===== config.mk =====
export PLATFORM = sky130hd
export DESIGN_NAME = fwsr_host_ctrl
export DESIGN_NICKNAME = d
export VERILOG_FILES = /design/src/rtl/fwsr_pkg.sv /design/src/rtl/fwsr_host_ctrl.sv /design/src/rtl/fwsr_cycle_engine.sv
export SDC_FILE = /design/constraint.sdc
export NUM_CORES = 1
export LEC_CHECK = 0
export BUFFER_PORTS_ARGS = -buffer_cell sky130_fd_sc_hd__buf_2
export CAP_MARGIN = 15
export CORE_UTILIZATION = 45
export DETAILED_ROUTE_END_ITERATION = 8
export PLACE_DENSITY = 0.76
export SETUP_SLACK_MARGIN = 0.02
export SLEW_MARGIN = 5
export SYNTH_ARGS = -nofsm -noshare
export SYNTH_HDL_FRONTEND = slang
export SYNTH_SLANG_ARGS = --single-unit
export TNS_END_PERCENT = 100

===== constraint.sdc =====
create_clock -name clk -period 2.2 [get_ports clk]
set_input_delay 0.22 -clock clk [delete_from_list [all_inputs] [get_ports clk]]
set_output_delay 0.22 -clock clk [all_outputs]
set_load 0.01 [all_outputs]

===== src/rtl/fwsr_pkg.sv =====
/*
 * Shared constants and carrier types of the flash write-status host controller.
 * Assumes a 100 MHz clock and a byte-wide parallel flash with an open-drain
 * ready/busy line.
 */
package fwsr_pkg;
    // Clock period and pin timing
    localparam int CLK_NS    = 10;
    localparam int T_RC_NS   = 120;  // Read cycle, slowest speed grade
    localparam int T_WP_NS   = 50;   // Write strobe low time, plain default
    localparam int T_OEH_NS  = 10;   // Output enable hold for status reads
    localparam int RD_CYC    = (T_RC_NS + CLK_NS - 1) / CLK_NS;
    localparam int WR_CYC    = (T_WP_NS + CLK_NS - 1) / CLK_NS;
    localparam int GAP_CYC   = (T_OEH_NS + CLK_NS - 1) / CLK_NS;

    // Register byte offsets on the AHB-Lite slave
    localparam logic [3:0] OFS_CMD    = 4'h0;
    localparam logic [3:0] OFS_ADDR   = 4'h4;
    localparam logic [3:0] OFS_STATUS = 4'h8;
    localparam logic [3:0] OFS_DATA   = 4'hC;

    // Command codes written to the command register
    localparam logic [7:0] CMD_POLL  = 8'h01;
    localparam logic [7:0] CMD_RESET = 8'h02;
    localparam logic [7:0] CMD_TIMER = 8'h03;
    localparam logic [7:0] CMD_ABORT = 8'h04;

    // Status register fields
    localparam int ST_BUSY  = 0;
    localparam int ST_OK    = 1;
    localparam int ST_FAIL  = 2;
    localparam int ST_TIMER = 3;
    localparam int ST_READY = 4;
    localparam int ST_BYTE  = 8;

    // Status byte bit positions
    localparam int BIT_POLL    = 7;
    localparam int BIT_TOGGLE1 = 6;
    localparam int BIT_TMOFAIL = 5;
    localparam int BIT_ETIMER  = 3;
    localparam int BIT_TOGGLE2 = 2;

    // Flash reset command byte and widths
    localparam logic [7:0] RESET_CMD_DATA = 8'hF0;
    localparam int         FL_AW          = 21;
    localparam logic [FL_AW-1:0] ADDR_RST = 21'h000000;

    typedef struct packed {
        logic             wr;
        logic [FL_AW-1:0] addr;
        logic [7:0]       data;
    } fwsr_req_t;

    typedef struct packed {
        logic             ceN;
        logic             oeN;
        logic             weN;
        logic [FL_AW-1:0] addr;
        logic [7:0]       dqOut;
        logic             dqOe;
    } fwsr_pins_t;

    localparam fwsr_pins_t PINS_IDLE = '{ceN: 1'b1, oeN: 1'b1, weN: 1'b1,
                                         addr: ADDR_RST, dqOut: 8'h00, dqOe: 1'b0};
endpackage


===== src/rtl/fwsr_host_ctrl.sv =====
/*
 * Host-side controller that watches a flash's program and erase status:
 * runs the toggle-bit algorithm, samples the erase timer bit and issues the
 * reset command, under orders written over AHB-Lite.
 * Assumes a single AHB-Lite master, word accesses, and flash pins
 * synchronous to clk; the ready/busy line is pulled up off chip.
 */
// Summary of operation
// - Host writes reset after timeout failure
// - Ignore timer only with 50us spacing
// - Host checks timer bit around sector commands
// - Host reads status twice, compares toggle bit
// - Toggling plus timeout: recheck, then reset
// - Returning host restarts from first double read
// - Status reads use a valid address
module fwsr_host_ctrl
    import fwsr_pkg::*;
(
    input  wire logic        clk,        // System clock, 100 MHz
    input  wire logic        rst,        // Synchronous reset, active high
    input  wire logic        hsel,       // AHB slave select
    input  wire logic [31:0] haddr,      // AHB address
    input  wire logic [1:0]  htrans,     // AHB transfer type
    input  wire logic        hwrite,     // AHB write
    input  wire logic [2:0]  hsize,      // AHB size, word only
    input  wire logic [31:0] hwdata,     // AHB write data
    input  wire logic        hready,     // AHB bus ready
    output logic             hreadyout,  // Always ready
    output logic             hresp,      // Always OKAY
    output logic [31:0]      hrdata,     // AHB read data
    input  wire logic [7:0]  dqIn,       // Flash data bus in
    input  wire logic        readyBusyN, // Shared ready/busy line level
    output fwsr_pins_t       flashPins   // Flash strobes, address, data out
);
    typedef enum logic [2:0] {
        H_IDLE = 3'b000,
        H_RD1  = 3'b001,
        H_RD2  = 3'b010,
        H_CMP  = 3'b011,
        H_RD3  = 3'b100,
        H_RST  = 3'b101,
        H_TMR  = 3'b110
    } fwsr_host_t;

    localparam int TMR_BOUND = 40;

    // AHB address phase capture
    logic       apWrQ, apWrD;
    logic [3:0] apOfsQ, apOfsD;
    logic       apValid;

    assign apValid = hsel && hready && htrans[1];

    always_comb begin
        apWrD  = apValid && hwrite;
        apOfsD = apValid ? {haddr[3:2], 2'b00} : apOfsQ;
    end

    always_ff @(posedge clk) begin
        if (rst) begin
            apWrQ  <= 1'b0;
            apOfsQ <= 4'h0;
        end else begin
            apWrQ  <= apWrD;
            apOfsQ <= apOfsD;
        end
    end

    // Zero wait states; every access completes OKAY
    assign hreadyout = 1'b1;
    assign hresp     = 1'b0;

    // Data phase write decode
    logic       cmdValid;
    logic [7:0] cmdVal;
    logic       addrWr;

    assign cmdValid = apWrQ && (apOfsQ == OFS_CMD);
    assign cmdVal   = hwdata[7:0];
    assign addrWr   = apWrQ && (apOfsQ == OFS_ADDR);

    // Controller state
    fwsr_host_t       stQ, stD;
    logic [FL_AW-1:0] addrQ, addrD;
    logic [7:0]       byteAQ, byteAD;
    logic [7:0]       byteBQ, byteBD;
    logic             okQ, okD;
    logic             failQ, failD;
    logic             timerQ, timerD;
    logic             abortQ, abortD;
    logic             fromFailQ, fromFailD;
    logic             startQ, startD;
    fwsr_req_t        reqQ, reqD;
    logic             engDone;
    logic [7:0]       engData;
    logic             tglDiff;

    // Toggle bit one compared between the two latest status reads
    assign tglDiff = byteAQ[BIT_TOGGLE1] != byteBQ[BIT_TOGGLE1];

    // Command intake and toggle algorithm
    always_comb begin
        stD       = stQ;
        addrD     = addrQ;
        byteAD    = byteAQ;
        byteBD    = byteBQ;
        okD       = okQ;
        failD     = failQ;
        timerD    = timerQ;
        abortD    = abortQ;
        fromFailD = fromFailQ;
        startD    = 1'b0;
        reqD      = reqQ;
        // Address held steady while busy so every status read hits it
        if (addrWr && stQ == H_IDLE) begin
            addrD = hwdata[FL_AW-1:0];
        end
        if (cmdValid && cmdVal == CMD_ABORT && stQ != H_IDLE) begin
            abortD = 1'b1;
        end
        unique case (stQ)
            H_IDLE: begin
                abortD = 1'b0;
                if (cmdValid) begin
                    reqD = '{wr: 1'b0, addr: addrD, data: 8'h00};
                    if (cmdVal == CMD_POLL) begin
                        // Each poll starts over with a fresh pair of reads
                        okD    = 1'b0;
                        failD  = 1'b0;
                        stD    = H_RD1;
                        startD = 1'b1;
                    end else if (cmdVal == CMD_TIMER) begin
                        stD    = H_TMR;
                        startD = 1'b1;
                    end else if (cmdVal == CMD_RESET) begin
                        reqD      = '{wr: 1'b1, addr: addrD, data: RESET_CMD_DATA};
                        fromFailD = 1'b0;
                        stD       = H_RST;
                        startD    = 1'b1;
                    end
                end
            end
            H_RD1: begin
                if (engDone) begin
                    byteAD = engData;
                    stD    = H_RD2;
                    startD = 1'b1;
                end
            end
            H_RD2: begin
                if (engDone) begin
                    byteBD = engData;
                    stD    = H_CMP;
                end
            end
            H_CMP: begin
                if (!tglDiff) begin
                    okD = 1'b1;
                    stD = H_IDLE;
                end else if (abortQ) begin
                    stD = H_IDLE;
                end else if (byteBQ[BIT_TMOFAIL]) begin
                    // Toggle may have stopped just as the timeout bit rose
                    byteAD = byteBQ;
                    stD    = H_RD3;
                    startD = 1'b1;
                end else begin
                    byteAD = byteBQ;
                    stD    = H_RD2;
                    startD = 1'b1;
                end
            end
            H_RD3: begin
                if (engDone) begin
                    byteBD = engData;
                    if (byteAQ[BIT_TOGGLE1] == engData[BIT_TOGGLE1]) begin
                        okD = 1'b1;
                        stD = H_IDLE;
                    end else begin
                        // Still toggling: operation failed, put it back to array read
                        reqD      = '{wr: 1'b1, addr: addrQ, data: RESET_CMD_DATA};
                        fromFailD = 1'b1;
                        stD       = H_RST;
                        startD    = 1'b1;
                    end
                end
            end
            H_RST: begin
                if (engDone) begin
                    failD = fromFailQ;
                    stD   = H_IDLE;
                end
            end
            H_TMR: begin
                if (engDone) begin
                    timerD = engData[BIT_ETIMER];
                    byteBD = engData;
                    stD    = H_IDLE;
                end
            end
            default: stD = H_IDLE;
        endcase
    end

    always_ff @(posedge clk) begin
        if (rst) begin
            stQ       <= H_IDLE;
            addrQ     <= ADDR_RST;
            byteAQ    <= 8'h00;
            byteBQ    <= 8'h00;
            okQ       <= 1'b0;
            failQ     <= 1'b0;
            timerQ    <= 1'b0;
            abortQ    <= 1'b0;
            fromFailQ <= 1'b0;
            startQ    <= 1'b0;
            reqQ      <= '0;
        end else begin
            stQ       <= stD;
            addrQ     <= addrD;
            byteAQ    <= byteAD;
            byteBQ    <= byteBD;
            okQ       <= okD;
            failQ     <= failD;
            timerQ    <= timerD;
            abortQ    <= abortD;
            fromFailQ <= fromFailD;
            startQ    <= startD;
            reqQ      <= reqD;
        end
    end

    // One flash cycle at a time; each state waits for its done
    fwsr_cycle_engine u_engine (
        .clk    (clk),
        .rst    (rst),
        .start  (startQ),
        .req    (reqQ),
        .dqIn   (dqIn),
        .done   (engDone),
        .rdData (engData),
        .pins   (flashPins)
    );

    // Read mux from next values, so a write just ahead is already visible
    logic [31:0] statusD;
    logic [31:0] hrdataQ, hrdataD;

    always_comb begin
        statusD              = 32'h0000_0000;
        statusD[ST_BUSY]     = (stD != H_IDLE);
        statusD[ST_OK]       = okD;
        statusD[ST_FAIL]     = failD;
        statusD[ST_TIMER]    = timerD;
        statusD[ST_READY]    = readyBusyN;
        statusD[ST_BYTE+:8]  = byteBD;
        hrdataD = hrdataQ;
        if (apValid && !hwrite) begin
            unique case ({haddr[3:2], 2'b00})
                OFS_ADDR:   hrdataD = {{(32-FL_AW){1'b0}}, addrD};
                OFS_STATUS: hrdataD = statusD;
                OFS_DATA:   hrdataD = {24'h000000, byteBD};
                default:    hrdataD = 32'h0000_0000;
            endcase
        end
    end

    always_ff @(posedge clk) begin
        if (rst) begin
            hrdataQ <= 32'h0000_0000;
        end else begin
            hrdataQ <= hrdataD;
        end
    end

    assign hrdata = hrdataQ;
endmodule


===== src/rtl/fwsr_cycle_engine.sv =====
/*
 * Runs one read or one write cycle on the flash pins and reports its end.
 * Assumes start is pulsed only while idle and that pin inputs are
 * synchronous to clk.
 */
module fwsr_cycle_engine
    import fwsr_pkg::*;
(
    input  wire logic       clk,     // System clock
    input  wire logic       rst,     // Synchronous reset
    input  wire logic       start,   // Begin a cycle
    input  wire fwsr_req_t  req,     // Cycle kind, address, write data
    input  wire logic [7:0] dqIn,    // Flash data bus in
    output logic            done,    // Cycle finished, one pulse
    output logic [7:0]      rdData,  // Byte of the last read
    output fwsr_pins_t      pins     // Registered flash strobes and data
);
    typedef enum logic [1:0] {
        CY_IDLE = 2'b00,
        CY_ACT  = 2'b01,
        CY_GAP  = 2'b10
    } fwsr_cyc_t;

    fwsr_cyc_t  stQ, stD;
    logic [3:0] cntQ, cntD;
    fwsr_req_t  reqQ, reqD;
    logic [7:0] rdQ, rdD;
    logic       doneQ, doneD;
    fwsr_pins_t pinsQ, pinsD;

    // Next state; pins follow the next state so they change on the edge
    always_comb begin
        stD   = stQ;
        cntD  = cntQ;
        reqD  = reqQ;
        rdD   = rdQ;
        doneD = 1'b0;
        unique case (stQ)
            CY_IDLE: begin
                if (start) begin
                    reqD = req;
                    stD  = CY_ACT;
                    cntD = req.wr ? 4'(WR_CYC - 1) : 4'(RD_CYC - 1);
                end
            end
            CY_ACT: begin
                if (cntQ == 4'h0) begin
                    // Sample at the end of the full read cycle time
                    if (!reqQ.wr) begin
                        rdD = dqIn;
                    end
                    stD  = CY_GAP;
                    cntD = 4'(GAP_CYC - 1);
                end else begin
                    cntD = cntQ - 4'h1;
                end
            end
            CY_GAP: begin
                if (cntQ == 4'h0) begin
                    stD   = CY_IDLE;
                    doneD = 1'b1;
                end else begin
                    cntD = cntQ - 4'h1;
                end
            end
            default: stD = CY_IDLE;
        endcase
        pinsD.addr  = reqD.addr;
        pinsD.dqOut = reqD.data;
        pinsD.ceN   = (stD != CY_ACT);
        pinsD.oeN   = !(stD == CY_ACT && !reqD.wr);
        pinsD.weN   = !(stD == CY_ACT && reqD.wr);
        // Write data held through the gap for data hold time
        pinsD.dqOe  = reqD.wr && (stD != CY_IDLE);
    end

    // Registers
    always_ff @(posedge clk) begin
        if (rst) begin
            stQ   <= CY_IDLE;
            cntQ  <= 4'h0;
            reqQ  <= '0;
            rdQ   <= 8'h00;
            doneQ <= 1'b0;
            pinsQ <= PINS_IDLE;
        end else begin
            stQ   <= stD;
            cntQ  <= cntD;
            reqQ  <= reqD;
            rdQ   <= rdD;
            doneQ <= doneD;
            pinsQ <= pinsD;
        end
    end

    assign done   = doneQ;
    assign rdData = rdQ;
    assign pins   = pinsQ;
endmodule


==> results.py <==
metrics = {
    "drt": {
        "remaining_drc_errors": 0,
        "dr.first_iter.drc_count": 332,
        "detailroute.via_count": 4678,
        "ant_nets": 0,
        "detail_route.first_pass.iterations": 6,
        "detail_route.vias_per_cell": 5.280,
        "wire_per_inst_um": 15.49,
        "routed_wl_um": 13730,
    },
    "setup_path": {
        "crit_path_max_incr_delay_ns": 0.62,
        "reg2reg_from": "stQ[0]",
        "critical_path.startpoint": "stQ[0]",
        "timing.setup.critical_path_class": "register to register",
        "timing.critical_path.arrival_ns": 2.31,
        "worst-endpoint-required_ns": 2.50,
        "timing.critical_path.max_delay_family": "simple AND/OR/NAND/NOR gates",
        "regToRegSetupSlack_ns": 0.18,
        "worstSetupEndpointType": "register",
        "critical_path_peak_fanout": 5,
        "startpoint_type": "register",
        "slowest_stage": "sky130_fd_sc_hd__or4b_1",
        "buffers_plus_inverters_on_the_worst_setup_path": 1,
        "cell_breakdown_of_the_critical_path": "or4b_1, nor3_4, buf_4, and3_1, nor3_1, o31a_1",
    },
    "sta": {
        "worst_clock_skew_ns": 0.006027,
        "worst_pin_slew_ns": 0.7691,
        "setup_violations": 0,
        "grt_setup_unrepaired": "false",
        "final_setup_tns_ns": 0,
        "timing.fmax_mhz": 496.2,
        "max_slew_violations": 0,
        "finalWorstPathRequiredPeriod_ns": 2.015,
        "timing.slew.headroom": 0.4867,
        "timing.hold.ws_ns": 0.03849,
        "report.final.hold_viol_count": 0,
        "layout_worst_path_cycle_share": 0.9161,
    },
    "hold_path": {
        "worstHoldPathType": "input port to register",
        "hold_path_origin": "dqIn[2]",
    },
    "synth": {
        "synth-async-reset-ratio": 0,
        "yosysSeqAreaShare": 0.4473,
        "synthMostInstantiatedCell": "sky130_fd_sc_hd__dfxtp_1",
        "synthesis.instances": 647,
        "list_of_most_frequent_post_synthesis_cells": "sky130_fd_sc_hd__dfxtp_1 (127), sky130_fd_sc_hd__nor2_1 (95), sky130_fd_sc_hd__nand2_1 (73)",
        "synth.avg_cell_area_sq_um": 8.785,
        "ys_warn_count": 0,
        "synth_cell_types": 64,
        "synth_edf_count": 0,
        "synth_seq_cells": 127,
        "synth_area_leaders": "sky130_fd_sc_hd__dfxtp_1 (45%), sky130_fd_sc_hd__mux2i_1 (7.4%), sky130_fd_sc_hd__nor2_1 (6.3%), sky130_fd_sc_hd__buf_4 (5.7%), sky130_fd_sc_hd__nand2_1 (4.8%)",
        "post_synth_instance_area_sq_um": 5684,
        "synth_ff_type": "sky130_fd_sc_hd__dfxtp_1",
        "synth_top_area_share": 0.4473,
        "post-synth-top-area-cell": "sky130_fd_sc_hd__dfxtp_1",
    },
    "global_route": {
        "number_of_global_route_vias_before_repair": 4443,
        "antenna_found_initial": 0,
        "grt.busiest_layer": "met2",
        "grt_start_max_net_pins": 61,
        "grtUsageMet2": 0.3572,
        "gr-usage-all-layers": 0.2242,
        "gr-usage-met1": 0.2893,
        "overflow_left_after_global_routing": 0,
        "first_pass_grt_wire_length_um": 22490,
        "grtUsageMet3": 0.05717,
    },
    "status": {
        "outcome": "finished, final reports clean",
    },
    "power_and_ir_drop": {
        "p_per_area_nw_per_um2": 832.4,
        "total_leakage_power_nw": 2.870,
        "power.ir.vdd_worst_mv": 0.4412,
        "finalPower_mw": 5.611,
    },
    "finish": {
        "nets": 794,
        "stdcell_area_sq_um": 6740,
        "diodes": 0,
        "layout.core_utilization": 0.5542,
        "synthToLayoutAreaGrowth_pct": 18.58,
        "fillerInstances": 1107,
        "layout-drive-gt1-share": 0.2242,
    },
    "place": {
        "detailed_placement_hpwl_um": 9989,
        "place.port_buffers": 87,
        "gp_routability_congestion": 0.9261,
        "dpl_cell_area_sq_um": 6060,
    },
    "cts": {
        "cts_buffers": 17,
        "insertion_delay_ns": 0.41,
        "hold_buffers": 0,
        "cts-root-buf": "sky130_fd_sc_hd__clkbuf_16",
        "cts.clk_slew.worst_paths_ns": 0.05,
        "clk_path_buf_depth": 2,
        "ctsHtreeMaxLevel": 4,
        "clock-sinks": 127,
        "cts.repair.resized": 0,
        "clock_tree_from_tritoncts": "built",
    },
    "die": {
        "total_die_area_sq_um": 13090,
        "initial_utilization": 0.4674,
        "chipHeight_um": 114.4,
        "num_io_pins": 150,
        "core_footprint_sq_um": 12160,
        "floorplan.rows": 40,
        "chipWidth_um": 114.4,
    },
    "run": {
        "cap_viol_max_count": 0,
    },
}
[cell usage in the layout, fill, tap and decap left out, types with 3 or more instances in the layout]
master,n
sky130_fd_sc_hd__a21o_1,3
sky130_fd_sc_hd__a221oi_1,9
sky130_fd_sc_hd__a22o_1,3
sky130_fd_sc_hd__or3_1,4
sky130_fd_sc_hd__inv_1,7
sky130_fd_sc_hd__ha_1,6
sky130_fd_sc_hd__buf_2,86
sky130_fd_sc_hd__o31ai_1,3
sky130_fd_sc_hd__a21oi_1,42
sky130_fd_sc_hd__and2_1,4
sky130_fd_sc_hd__mux2i_1,42
sky130_fd_sc_hd__dfxtp_1,127
sky130_fd_sc_hd__clkbuf_16,17
sky130_fd_sc_hd__nand3_1,11
sky130_fd_sc_hd__o221a_2,11
sky130_fd_sc_hd__nor3b_1,4
sky130_fd_sc_hd__nor2_1,95
sky130_fd_sc_hd__nand3b_1,5
sky130_fd_sc_hd__nor4_1,4
sky130_fd_sc_hd__nand2b_1,6
sky130_fd_sc_hd__clkbuf_8,4
sky130_fd_sc_hd__nor4b_1,9
sky130_fd_sc_hd__a211oi_1,5
sky130_fd_sc_hd__nand2_1,73
sky130_fd_sc_hd__clkinv_2,3
sky130_fd_sc_hd__o21ai_0,10
sky130_fd_sc_hd__nor2b_1,9
sky130_fd_sc_hd__o211ai_1,5
sky130_fd_sc_hd__conb_1,17
sky130_fd_sc_hd__buf_4,18
sky130_fd_sc_hd__a2bb2oi_1,5
sky130_fd_sc_hd__bufinv_16,5
sky130_fd_sc_hd__nor3_1,17
[sequential cells by signal, indices dropped and copies added (netlist names), 2 cells and up]
| signal | flops |
|---|---|
| u_engine.reqQ | 23 |
| reqQ | 22 |
| addrQ | 21 |
| hrdata | 21 |
| byteBQ | 8 |
| u_engine.rdData | 8 |
| u_engine.cntQ | 4 |
| u_engine.pins | 4 |
| stQ | 3 |
| apOfsQ | 2 |
| u_engine.stQ | 2 |
[cell type report]
class,instances,area [sq um],area share
flip-flops and latches,127,2542,0.3772
multi-input cells,446,2690,0.3991
repair buffers,106,605.6,0.08985
well taps,168,210.2,0.03119
clock inverters,10,181.4,0.02692
inverters,7,26.28,0.003898
clock buffers,22,484.2,0.07184
[through the flow]
stage	cells	setup slack, ns
finish	886	0.1846
CTS	884	0.1852
global placement	852	0.2393
global route	886	0.1147
detailed placement	852	0.2065
floorplan	662	0.3364
[logic make-up (layout without fill, tap and decap cells)]
kind of cell / Yosys count / after routing / synth area share
multiplexers: 44 / 44 / 0.07792
XOR/XNOR: 2 / 2 / 0.003082
other: 2 / 17 / 0.001321
flip-flops: 127 / 127 / 0.4473
AND/OR/NAND/NOR: 262 / 262 / 0.2245
buffers and inverters: 89 / 145 / 0.08937
adder cells (fa/ha/maj): 6 / 6 / 0.01321
AO/OA/AOI/OAI: 115 / 115 / 0.1433
[path summary, 6_finish.rpt]
check | end | cells after the start
worst max-delay path | hrdata[2] | 6
worst min register to register | u_engine.reqQ[14] | 2
worst max register to register | hrdata[2] | 6
worst min-delay path | u_engine.rdData[2] | 3
[worst reg2reg max path, cell delays in order (launching register included)]
cell and delay (ns):
sky130_fd_sc_hd__dfxtp_1 0.34, sky130_fd_sc_hd__or4b_1 0.62, sky130_fd_sc_hd__nor3_4 0.27, sky130_fd_sc_hd__buf_4 0.18, sky130_fd_sc_hd__and3_1 0.17, sky130_fd_sc_hd__nor3_1 0.06
sky130_fd_sc_hd__o31a_1 0.26
[report_power, final]
part           internal, mW  switching [mW]
Clock                  2.13           0.978
Combinational        0.0631           0.125
Sequential             2.31         0.00630
Total                  4.50            1.11
[routing by layer]
layer | share of wire | wire [um]
met2 | 0.47 | 6405
met1 | 0.46 | 6272
met4 | 0.022 | 308
met5 | 0 | 0
met3 | 0.054 | 739
[timing repair]
action,CTS,global route
hold endpoints to repair,0,0
endpoints found under the setup margin,0,1
buffers inserted,0,2
No activity file was read; power rests on OpenSTA's default activity.
